<file path="src/pulse_counter_map.vh">
// register offsets, field positions and reset values of the pulse counter
`ifndef PULSE_COUNTER_MAP_VH
`define PULSE_COUNTER_MAP_VH

// byte offsets on the register port
`define OFFSET_COUNTER_CONTROL      8'h00
`define OFFSET_TOP_VALUE            8'h04
`define OFFSET_MAIN_COUNTER         8'h08
`define OFFSET_COUNTER_STATUS       8'h0C
`define OFFSET_INTERRUPT_FLAGS      8'h10
`define OFFSET_OVERSAMPLING_CONFIG  8'h14

// counter_control fields
`define CTRL_MODE_LSB               0
`define CTRL_MODE_MSB               2
`define CTRL_FILTER_BIT             3
`define CTRL_EDGE_BIT               4
`define CTRL_SECOND_DIR_BIT         5
`define CTRL_COUNT_DOWN_BIT         6

// mode field encodings
`define MODE_DISABLED               3'h0
`define MODE_SINGLE_OVS             3'h1
`define MODE_SINGLE_PIN             3'h2
`define MODE_QUAD_PIN               3'h3
`define MODE_QUAD_OVS_X1            3'h4
`define MODE_QUAD_OVS_X2            3'h5
`define MODE_QUAD_OVS_X4            3'h6

// oversampling_config fields
`define OVS_LENGTH_LSB              0
`define OVS_LENGTH_MSB              7
`define OVS_FLUTTER_BIT             8

// interrupt_flags bit positions
`define FLAG_DIR_CHANGE_BIT         0
`define FLAG_OVERFLOW_BIT           1
`define FLAG_UNDERFLOW_BIT          2

// reset values
`define RESET_CONTROL               7'h00
`define RESET_TOP                   16'hFFFF
`define RESET_COUNTER               16'h0000
`define RESET_OVS_CONFIG            9'h000

`endif

</file>
<file path="src/pulse_counter_quadrature_modes.v">
// pulse counter with single-input and quadrature decoding modes
//
// What this block does
// RL1: single oversampled mode counts; disabled stops counting
// RL2: edge select inverts primary input
// RL3: single oversampled samples primary on low clock
// RL4: count up by default, down when selected
// RL5: secondary high keeps direction, low reverses
// RL6: pin-clocked single counts primary rising edges
// RL7: no pulse filter in pin-clocked single
// RL8: software picks matching clock source per mode
// RL9: pin-clocked quadrature samples secondary on both edges
// RL10: primary leading means clockwise rotation
// RL11: exactly one sample event enables count
// RL12: pin-clocked quadrature counts on primary rising only
// RL13: direction readable; reversal sets change flag
// RL14: mode field selects 1x, 2x, 4x decoding
// RL15: filter both inputs with configured length
// RL16: 1x counts rising up, falling down
// RL17: 2x both primary edges, 4x all edges
// RL18: state transition table sets plus or minus
// RL19: encoder keeps toggle rate below 8 kHz
// RL20: flutter removal needs two same-direction transitions
// RL21: sixteen bit counter with top register
// RL22: wrap to zero above top, top below zero
// RL23: two-stage synchroniser before edge detection
`timescale 1ns/1ps
`include "pulse_counter_map.vh"

module pulse_counter_quadrature_modes (
  input  wire        clk,
  input  wire        resetn,
  input  wire        primary_input,
  input  wire        secondary_input,
  input  wire        low_frequency_clock,
  input  wire [7:0]  address,
  input  wire [31:0] write_data,
  input  wire        write_strobe,
  input  wire        read_strobe,
  output reg  [31:0] read_data,
  output reg         count_direction,
  output reg         direction_change_flag
);

  // software-visible state
  reg  [2:0]  mode;                        // counting mode
  reg         pulse_filter_enable;         // glitch filter on
  reg         edge_invert;                 // count falling primary edges
  reg         second_input_sets_direction; // secondary steers direction
  reg         count_down_select;           // configured direction
  reg  [15:0] top_value;                   // wrap point
  reg  [15:0] main_counter;                // the count
  reg  [7:0]  filter_length;               // ticks of stability needed, less one
  reg         flutter_removal_enable;      // suppress quick reversals
  reg         overflow_flag;               // wrapped past top
  reg         underflow_flag;              // wrapped below zero

  // synchronisers; first stages feed only second stages
  reg         prim_meta;                   // primary first stage
  reg         prim_sync;                   // primary second stage
  reg         sec_meta;                    // secondary first stage
  reg         sec_sync;                    // secondary second stage
  reg         lfc_meta;                    // low clock first stage
  reg         lfc_sync;                    // low clock second stage
  reg         lfc_last;                    // for low clock edge detect

  // pin-clocked tracking
  reg         pin_last;                    // primary one cycle ago
  reg         sample_at_fall;              // secondary at last primary fall

  // oversampled tracking
  reg         ovs_a_old;                   // previous primary sample
  reg         ovs_b_old;                   // previous secondary sample
  reg         last_move_down;              // direction of last transition
  reg  [7:0]  glitch_count [0:1];          // stability counters
  reg  [1:0]  filtered;                    // filtered {b, a}

  // combinational step decision
  reg         step_valid;                  // counter moves this cycle
  reg         step_down;                   // move is a decrement
  reg         step_quad;                   // move comes from a decoder
  reg  [1:0]  pos_old;                     // gray position before
  reg  [1:0]  pos_new;                     // gray position after
  reg         is_cw;                       // clockwise transition
  reg         is_ccw;                      // counter-clockwise transition
  reg         qualifies;                   // transition counts in mode
  reg  [15:0] next_counter;                // counter after step

  wire        lf_tick;                     // one low clock rising edge
  wire        prim_in;                     // primary after inversion
  wire        pin_rise;                    // primary rising, pin modes
  wire        pin_fall;                    // primary falling, pin modes
  wire        ovs_mode;                    // any oversampled mode
  wire        ovs_quad;                    // oversampled quadrature mode
  wire        use_filter;                  // filter applies now
  wire        ovs_a;                       // primary seen by decoder
  wire        ovs_b;                       // secondary seen by decoder
  wire [1:0]  raw_pair;                    // synced {b, a}

  assign lf_tick  = lfc_sync & ~lfc_last;
  assign prim_in  = prim_sync ^ edge_invert;                   // RL2
  assign pin_rise = prim_in & ~pin_last;
  assign pin_fall = ~prim_in & pin_last;
  assign ovs_quad = (mode == `MODE_QUAD_OVS_X1) |
                    (mode == `MODE_QUAD_OVS_X2) |
                    (mode == `MODE_QUAD_OVS_X4);
  assign ovs_mode = ovs_quad | (mode == `MODE_SINGLE_OVS);
  // pin-clocked modes bypass the filter whatever the enable says
  assign use_filter = pulse_filter_enable & ovs_mode;          // RL7
  assign raw_pair = {sec_sync, prim_in};
  assign ovs_a    = use_filter ? filtered[0] : prim_in;        // RL15
  assign ovs_b    = use_filter ? filtered[1] : sec_sync;       // RL15

  // two flops on each asynchronous input
  always @(posedge clk or negedge resetn) begin
    if (!resetn) begin
      prim_meta <= 1'b0;
      prim_sync <= 1'b0;
      sec_meta  <= 1'b0;
      sec_sync  <= 1'b0;
      lfc_meta  <= 1'b0;
      lfc_sync  <= 1'b0;
      lfc_last  <= 1'b0;
      pin_last  <= 1'b0;
    end else begin
      prim_meta <= primary_input;                              // RL23
      prim_sync <= prim_meta;                                  // RL23
      sec_meta  <= secondary_input;                            // RL23
      sec_sync  <= sec_meta;                                   // RL23
      lfc_meta  <= low_frequency_clock;
      lfc_sync  <= lfc_meta;
      lfc_last  <= lfc_sync;

      // one cycle of history for the pin edges
      pin_last  <= prim_in;
    end
  end

  // per-input filter: output follows input after it held steady
  // filter_length+1 low clock ticks; a short spike never gets through
  // filters always run; settled once enabled
  genvar gi;
  generate
    for (gi = 0; gi < 2; gi = gi + 1) begin : glitch_filter
      always @(posedge clk or negedge resetn) begin
        if (!resetn) begin
          glitch_count[gi] <= 8'h00;
          filtered[gi]     <= 1'b0;
        end else if (lf_tick) begin
          if (raw_pair[gi] == filtered[gi]) begin
            glitch_count[gi] <= 8'h00;                         // stable
          end else if (glitch_count[gi] >= filter_length) begin
            filtered[gi]     <= raw_pair[gi];                  // RL15
            glitch_count[gi] <= 8'h00;
          end else begin
            glitch_count[gi] <= glitch_count[gi] + 8'h01;
          end
        end
      end
    end
  endgenerate

  // step decision for every mode
  always @* begin
    step_valid = 1'b0;
    step_down  = 1'b0;
    step_quad  = 1'b0;
    pos_old    = {ovs_b_old, ovs_b_old ^ ovs_a_old};
    pos_new    = {ovs_b, ovs_b ^ ovs_a};
    // clockwise walks 00,01,11,10 as {b,a}: gray position rises
    is_cw      = (pos_new == pos_old + 2'd1);                  // RL10
    is_ccw     = (pos_old == pos_new + 2'd1);                  // RL10
    qualifies  = 1'b0;

    // codes 0 and 7 fall to the default
    case (mode)
      `MODE_SINGLE_OVS: begin
        // only active primary edges seen on the low clock count
        if (lf_tick && ovs_a && !ovs_a_old) begin              // RL1 RL3
          step_valid = 1'b1;
        end
        step_down = count_down_select ^                        // RL4
                    (second_input_sets_direction & ~ovs_b);    // RL5
      end

      `MODE_SINGLE_PIN: begin
        step_valid = pin_rise;                                 // RL6
        step_down  = count_down_select ^
                     (second_input_sets_direction & ~sec_sync); // RL5
      end

      `MODE_QUAD_PIN: begin
        // secondary low at rise and high at fall, or the reverse;
        // equal samples mean a reversal or noise and are dropped
        step_valid = pin_rise & (sec_sync ^ sample_at_fall);   // RL11 RL12
        step_down  = sec_sync;                                 // RL11
        step_quad  = 1'b1;
      end
      `MODE_QUAD_OVS_X1,
      `MODE_QUAD_OVS_X2,
      `MODE_QUAD_OVS_X4: begin
        step_quad = 1'b1;
        step_down = is_ccw;                                    // RL18
        if (mode == `MODE_QUAD_OVS_X4) begin
          qualifies = is_cw | is_ccw;                          // RL17
        end else if (mode == `MODE_QUAD_OVS_X2) begin
          qualifies = (is_cw | is_ccw) & (ovs_a != ovs_a_old); // RL17
        end else begin
          // 00->01 going up, 01->00 going down
          qualifies = (is_cw & ovs_a & ~ovs_b) |               // RL16
                      (is_ccw & ovs_a_old & ~ovs_b_old);       // RL16
        end

        if (lf_tick && qualifies) begin                        // RL14
          // flutter removal trades one lost step per reversal
          // for far fewer direction change events
          step_valid = ~flutter_removal_enable |
                       (last_move_down == is_ccw);             // RL20
        end
      end
      default: begin
        step_valid = 1'b0;                                     // RL1
      end
    endcase
  end

  // counter wraps at the configured top value
  always @* begin
    // a top of zero holds the count at zero
    if (step_down) begin
      next_counter = (main_counter == 16'h0000) ? top_value :  // RL22
                     main_counter - 16'h0001;
    end else begin
      next_counter = (main_counter >= top_value) ? 16'h0000 :  // RL22
                     main_counter + 16'h0001;
    end
  end

  // decoder history and counter update
  always @(posedge clk or negedge resetn) begin
    if (!resetn) begin
      ovs_a_old       <= 1'b0;
      ovs_b_old       <= 1'b0;
      sample_at_fall  <= 1'b0;
      last_move_down  <= 1'b0;
      main_counter    <= `RESET_COUNTER;
      count_direction <= 1'b0;
    end else begin
      if (lf_tick) begin
        ovs_a_old <= ovs_a;                                    // RL3
        ovs_b_old <= ovs_b;
        if (ovs_quad && qualifies) begin
          last_move_down <= is_ccw;                            // RL20
        end
      end

      // secondary as seen at the last primary fall
      if (pin_fall) begin
        sample_at_fall <= sec_sync;                            // RL9
      end

      if (step_valid) begin
        main_counter <= next_counter;                          // RL21
      end

      // status shows the direction of the last counted step
      if (step_valid) begin
        count_direction <= step_down;                          // RL13
      end
    end
  end

  // sticky flags; hardware set beats a software clear
  always @(posedge clk or negedge resetn) begin
    if (!resetn) begin
      direction_change_flag <= 1'b0;
      overflow_flag         <= 1'b0;
      underflow_flag        <= 1'b0;
    end else begin
      if (step_valid && step_quad &&
          step_down != count_direction) begin
        direction_change_flag <= 1'b1;                         // RL13
      end else if (write_strobe &&
                   address == `OFFSET_INTERRUPT_FLAGS &&
                   write_data[`FLAG_DIR_CHANGE_BIT]) begin
        direction_change_flag <= 1'b0;
      end

      // up past top wraps to zero
      if (step_valid && !step_down && main_counter >= top_value) begin
        overflow_flag <= 1'b1;
      end else if (write_strobe &&
                   address == `OFFSET_INTERRUPT_FLAGS &&
                   write_data[`FLAG_OVERFLOW_BIT]) begin
        overflow_flag <= 1'b0;
      end

      // down from zero wraps to top
      if (step_valid && step_down && main_counter == 16'h0000) begin
        underflow_flag <= 1'b1;
      end else if (write_strobe &&
                   address == `OFFSET_INTERRUPT_FLAGS &&
                   write_data[`FLAG_UNDERFLOW_BIT]) begin
        underflow_flag <= 1'b0;
      end
    end
  end

  // register writes; clock source choice stays with software (RL8)
  always @(posedge clk or negedge resetn) begin
    if (!resetn) begin
      {count_down_select, second_input_sets_direction, edge_invert,
       pulse_filter_enable, mode} <= `RESET_CONTROL;
      top_value              <= `RESET_TOP;
      {flutter_removal_enable, filter_length} <= `RESET_OVS_CONFIG;
    end else if (write_strobe) begin
      case (address)
        `OFFSET_COUNTER_CONTROL: begin
          mode <= write_data[`CTRL_MODE_MSB:`CTRL_MODE_LSB];   // RL1 RL14
          pulse_filter_enable <= write_data[`CTRL_FILTER_BIT];
          edge_invert <= write_data[`CTRL_EDGE_BIT];           // RL2
          second_input_sets_direction <=
            write_data[`CTRL_SECOND_DIR_BIT];
          count_down_select <= write_data[`CTRL_COUNT_DOWN_BIT]; // RL4
        end

        `OFFSET_TOP_VALUE: begin
          top_value <= write_data[15:0];                       // RL21
        end

        `OFFSET_OVERSAMPLING_CONFIG: begin
          filter_length <= write_data[`OVS_LENGTH_MSB:`OVS_LENGTH_LSB];
          flutter_removal_enable <= write_data[`OVS_FLUTTER_BIT];
        end
        default: begin
          // counter, status and flags are not written here
        end
      endcase
    end
  end

  // read data valid in the cycle after the strobe, zero otherwise
  always @(posedge clk or negedge resetn) begin
    if (!resetn) begin
      read_data <= 32'h0000_0000;
    end else if (read_strobe) begin
      case (address)
        `OFFSET_COUNTER_CONTROL:
          read_data <= {25'h000_0000, count_down_select,
                        second_input_sets_direction, edge_invert,
                        pulse_filter_enable, mode};
        `OFFSET_TOP_VALUE:
          read_data <= {16'h0000, top_value};
        `OFFSET_MAIN_COUNTER:
          read_data <= {16'h0000, main_counter};
        `OFFSET_COUNTER_STATUS:
          read_data <= {31'h0000_0000, count_direction};       // RL13
        `OFFSET_INTERRUPT_FLAGS:
          read_data <= {29'h0000_0000, underflow_flag,
                        overflow_flag, direction_change_flag};
        `OFFSET_OVERSAMPLING_CONFIG:
          read_data <= {23'h00_0000, flutter_removal_enable,
                        filter_length};
        default:
          read_data <= 32'h0000_0000;                          // unmapped
      endcase
    end else begin
      // idle cycles read as zero
      read_data <= 32'h0000_0000;
    end
  end

endmodule // pulse_counter_quadrature_modes

</file>
<file path="config.mk">
export PLATFORM = sky130hd
export DESIGN_NAME = pulse_counter_quadrature_modes
export DESIGN_NICKNAME = d
export VERILOG_FILES = /design/src/pulse_counter_quadrature_modes.v
export VERILOG_INCLUDE_DIRS = /design/src
export SDC_FILE = /design/constraint.sdc
export NUM_CORES = 1
export LEC_CHECK = 0
export BUFFER_PORTS_ARGS = -buffer_cell sky130_fd_sc_hd__buf_2
export CORE_ASPECT_RATIO = 0.5
export CORE_MARGIN = 5
export CORE_UTILIZATION = 58
export DETAILED_ROUTE_END_ITERATION = 8
export PLACE_DENSITY_LB_ADDON = 0.25
export SLEW_MARGIN = 20
export SYNTH_ARGS = -nofsm -noshare
export SYNTH_HDL_FRONTEND = slang
export SYNTH_SLANG_ARGS = --single-unit
</file>
<file path="constraint.sdc">
create_clock -name clk -period 4.7 [get_ports clk]
set_clock_uncertainty 0.05 [all_clocks]
set_input_delay 0.47 -clock clk [delete_from_list [all_inputs] [get_ports clk]]
set_output_delay 0.47 -clock clk [all_outputs]
set_load 0.02 [all_outputs]
</file>
==> results.md <==
Status:
- The flow ran to the end, and the final reports show no timing, DRC or antenna violations.

Worst setup path:
- The largest single stage delay on the critical path is 600 ps.
- The startpoint identified for the worst register-to-register timing path is mode[2]$_DFFE_PN0P_.
- In this run the critical register-to-register path is captured at main_counter[6]$_DFFE_PN0P_.
- The depth of the worst register-to-register path is 10.
- The required time of the critical path is 4910 ps.
- Walking the worst path, the cells encountered are nor2b_2, o21ai_4, mux2_2, and4_1, o31ai_2, a221oi_2, a211oi_4, buf_4, o21ai_0, o21ai_0.
- Data arrives at the worst endpoint at 3600 ps.
- The cell that appears most often on the critical path is o21ai_0.
- The peak fanout along the critical path is 15.
- The flop-to-flop setup slack is 1310 ps.
- The critical path launch point type is a flop.
- The endpoint kind of the worst setup timing path is a flop.
- The category of the most critical setup path is flop to flop.
- The cell with the largest stage delay on the worst path is a211oi_4.

Clock network:
- The H-tree generated during clock tree synthesis spans 3 levels.
- Once the clock tree was built, the setup fixing pass inserted 0 buffers.
- The CTS tree is done.
- In this run the deepest clock path goes through 2 buffers.
- Buffers inserted to repair hold after CTS numbered 0.
- The post-cts repair resize count is 0.
- The clock transition at the registers of the reported paths is 70 ps.
- In this run the clock root is driven by a clkbuf_16.
- In this run, CTS created clock tree buffers numbering 9.
- The number of sinks on the clock net is 98.
- The later pin in the worst-skew pair is clocked with a latency of 350 ps.

Synthesis:
- After synthesis, the share of flip-flops with an asynchronous set or reset is 100%.
- The synthesized netlist occupies a cell area of 6170 um^2.
- The post-synthesis average cell area is 9.37 um^2.
- In this run, synthesis produced a sequential element count of 98.
- The most used flip-flop cell after synthesis is dfrtp_1.
- After synthesis, flip-flops and latches occupy 40.0% of the total area.
- After Yosys synthesis, XOR and XNOR cells account for 2.53% of the synthesized area.
- The gate count after technology mapping is 659.
- The count of distinct cell types in the synthesized netlist is 66.
- Summing the areas of all and, or, nand and nor instances in the mapped netlist gives 17.1% of the synthesized area.
- The multiplexer fraction of the synthesized cell area is 7.70%.
- The number of warnings reported in the yosys synthesis log is 0.
- The main combinational cell family by area after synthesis is compound AO/OA/AOI/OAI gates.
- The synthesized design contains 0 enable-type register cells.
- Summing the areas of all compound-gate instances in the mapped netlist gives 18.5% of the synthesized area.
- The synthesized netlist devotes 7.50% of its cell area to adder and majority cells.

Global routing:
- The overall track demand over capacity in global routing is 22.5%.
- After global routing the overflow that remains totals 0.
- The first global-routing pass estimated 24200 um of wire.
- The number of antenna violations at the first check in global routing is 0.
- The via count of the first global-routing pass is 4780.
- Entering global routing, the biggest net connects 65 pins.

Timing:
- After routing, the total negative slack on setup checks comes to 0 ps.
- The number of max-slew violations in the final report is 0.
- Setup slack on the critical path of the routed design comes to 1310 ps.
- The period utilization is 72.2%.
- The top achievable clock speed is 295 MHz.
- The worst relative slew slack is 32.6%.
- For the pin with the worst max-slew slack, the measured transition is 998 ps.
- The number of hold violations in the final report is 0.
- The clock period could shrink to 3390 ps.
- Setup repair after global routing left no endpoint under its margin.
- Setup violations remaining at the end of the flow were counted as 0.

Finish:
- Leaving out fill and tap cells, the most frequent cell in the layout is dfrtp_1.
- The count of nets after finishing is 779.
- The finished cells cover 6780 um^2.
- The number of antenna cells inserted is 0.
- The fraction of layout instances using a drive strength above 1 is 20.3%.
- The layout has 857 filler cells.
- Leaving out fill and tap cells, the most frequent cells in the layout are 82 x dfrtp_1, 60 x nand2_1, 52 x nor2_1, 47 x buf_2, 44 x o21ai_0.
- The area growth from synthesis to layout is 9.79%.

Die:
- The area inside the core boundary is 10300 um^2.
- After floorplanning, the core was divided into 26 placement rows.
- The die covers 12900 um^2.
- The floorplan step set the die height to 83.0 um.
- The initial utilization of the core area, before any placement, comes to 59.9%.
- The die extent in x is 156 um.
- In this run the count of I/O pins placed on the die edge is 81.

Flow run:
- The reported max-cap violation count is 0.

Route:
- The routed layout has 4992 vias.
- The number of detailed-routing iterations run before antenna repair is 6.
- The total wire length is 14300 um.
- The number of remaining DRC errors is 0.
- The average vias per placed instance is 5.94.
- The count of nets left with antenna violations once routing finished came out at 0.
- For this block, the initial DRC count from the detailed router was 429.
- In the final routed layout, each cell accounts on average for 17.0 um.

Min path:
- In this run the worst hold path is classified as input pin to asynchronous set/reset pin.

Placed design:
- Routability-driven placement finished with a final weighted congestion of 0.901.
- The placed wire-length estimate is 10100 um.
- The area of placed instances is 6460 um^2.
- The number of buffer cells added on primary ports is 48.
- The worst-case setup slack after placement is 1370 ps.

Power:
- The standby leakage power is 3.04 nW.
- The cell area power density is 363 nW/um^2.
- The peak ir drop on the vdd network is 195 uV.
## state kept, by name, summed over array words and instances (netlist names), 2 cells and up
register / flops
read_data: 16
filtered: 2
top_value: 16
filter_length: 8
main_counter: 16
mode: 3
glitch_count: 16
## area by class of cell
| type | instances | area (um^2) | area share [%] |
|---|---|---|---|
| Multi-Input combinational cell | 491 | 3360 | 49.5 |
| Tap cell | 140 | 175 | 2.58 |
| Sequential cell | 98 | 2470 | 36.5 |
| Clock inverter | 7 | 92.6 | 1.37 |
| Clock buffer | 9 | 225 | 3.32 |
| Timing Repair Buffer | 58 | 318 | 4.69 |
| Inverter | 37 | 139 | 2.05 |
## stage by stage
| stage | hold WS [ps] | power (mW) | instances | utilization [%] |
|---|---|---|---|---|
| finish | 139 | 2.46 | 840 | 65.7 |
| global route | 164 | 2.61 | 840 | 65.7 |
| detailed placement | 287 | 1.68 | 824 | 62.7 |
| floorplan | 124 | 1.51 | 674 | - |
| CTS | 165 | 2.47 | 840 | 65.7 |
| global placement | 283 | 1.65 | 824 | 62.7 |
## synthesized netlist by cell type, types with 3 or more instances
master	instances	area share, %
nand3_1	17	1.4
o211ai_1	6	0.73
nor4_1	3	0.30
nor2b_1	3	0.30
o32a_1	9	1.5
or2_2	3	0.30
nor3_1	18	1.5
inv_1	37	2.2
dfrtp_1	82	33
and3_1	14	1.4
a21o_1	8	0.97
and2_1	3	0.30
a22oi_1	10	1.2
nor3b_1	3	0.36
xor2_1	8	1.1
mux2_2	36	6.6
nand3b_1	3	0.36
nand4_1	9	0.91
buf_4	20	2.4
ha_1	37	7.5
o21ai_1	13	1.1
xnor2_1	8	1.1
nor2_1	52	3.2
buf_2	6	0.49
nand2b_1	14	1.4
a211oi_1	4	0.49
or3_1	3	0.30
a21oi_1	29	2.4
nand2_1	60	3.6
a222oi_1	8	1.3
clkbuf_1	20	1.2
o31ai_1	9	1.1
o21ai_0	44	3.6
mux2i_1	7	1.1
dfstp_2	16	6.8
## critical path: cells and delay by family (launching register included)
| family | cells | cell delay (ps) |
|---|---|---|
| AO/OA/AOI/OAI | 6 | 1530 |
| flip-flops | 1 | 530 |
| AND/OR/NAND/NOR | 2 | 460 |
| multiplexers | 1 | 400 |
| buffers and inverters | 1 | 320 |
## cells by family (layout without fill, tap and decap cells)
| family | count (synthesis) | after routing |
|---|---|---|
| flip-flops | 98 | 98 |
| XOR/XNOR | 17 | 17 |
| AND/OR/NAND/NOR | 213 | 213 |
| buffers and inverters | 85 | 111 |
| AO/OA/AOI/OAI | 165 | 165 |
| other | 1 | 16 |
| multiplexers | 43 | 43 |
| adder cells (fa/ha/maj) | 37 | 37 |
## worst max path at each step
stage          cells after the start                 from  slack, ps                            to
2_1_floorplan                     10  mode[2]$_DFFE_PN0P_       1990  main_counter[12]$_DFFE_PN0P_
3_3_place_gp                      10  mode[2]$_DFFE_PN0P_       1440  main_counter[10]$_DFFE_PN0P_
3_5_place_dp                      10  mode[2]$_DFFE_PN0P_       1370   main_counter[6]$_DFFE_PN0P_
4_1_cts                           10  mode[2]$_DFFE_PN0P_       1320   main_counter[6]$_DFFE_PN0P_
5_1_grt                           10  mode[2]$_DFFE_PN0P_       1070   main_counter[5]$_DFFE_PN0P_
6_report                          10  mode[2]$_DFFE_PN0P_       1310   main_counter[6]$_DFFE_PN0P_
## metal layers
metal  global-route usage [%]  up-vias  wire length, um
li1                         -     2428                -
met3                     4.41       16              729
met1                     32.0     2430             6720
met2                     35.6      118             6670
met5                        0        -                0
met4                     5.40        0              147
## power breakdown
part | internal [mW] | leakage [nW] | switching (mW)
logic | 0.269 | 1.62 | 0.431
clock network | 0.429 | 0.156 | 0.358
registers | 0.895 | 1.26 | 0.0769
total | 1.59 | 3.04 | 0.866
Note: power is estimated with default switching activity, not from simulation.
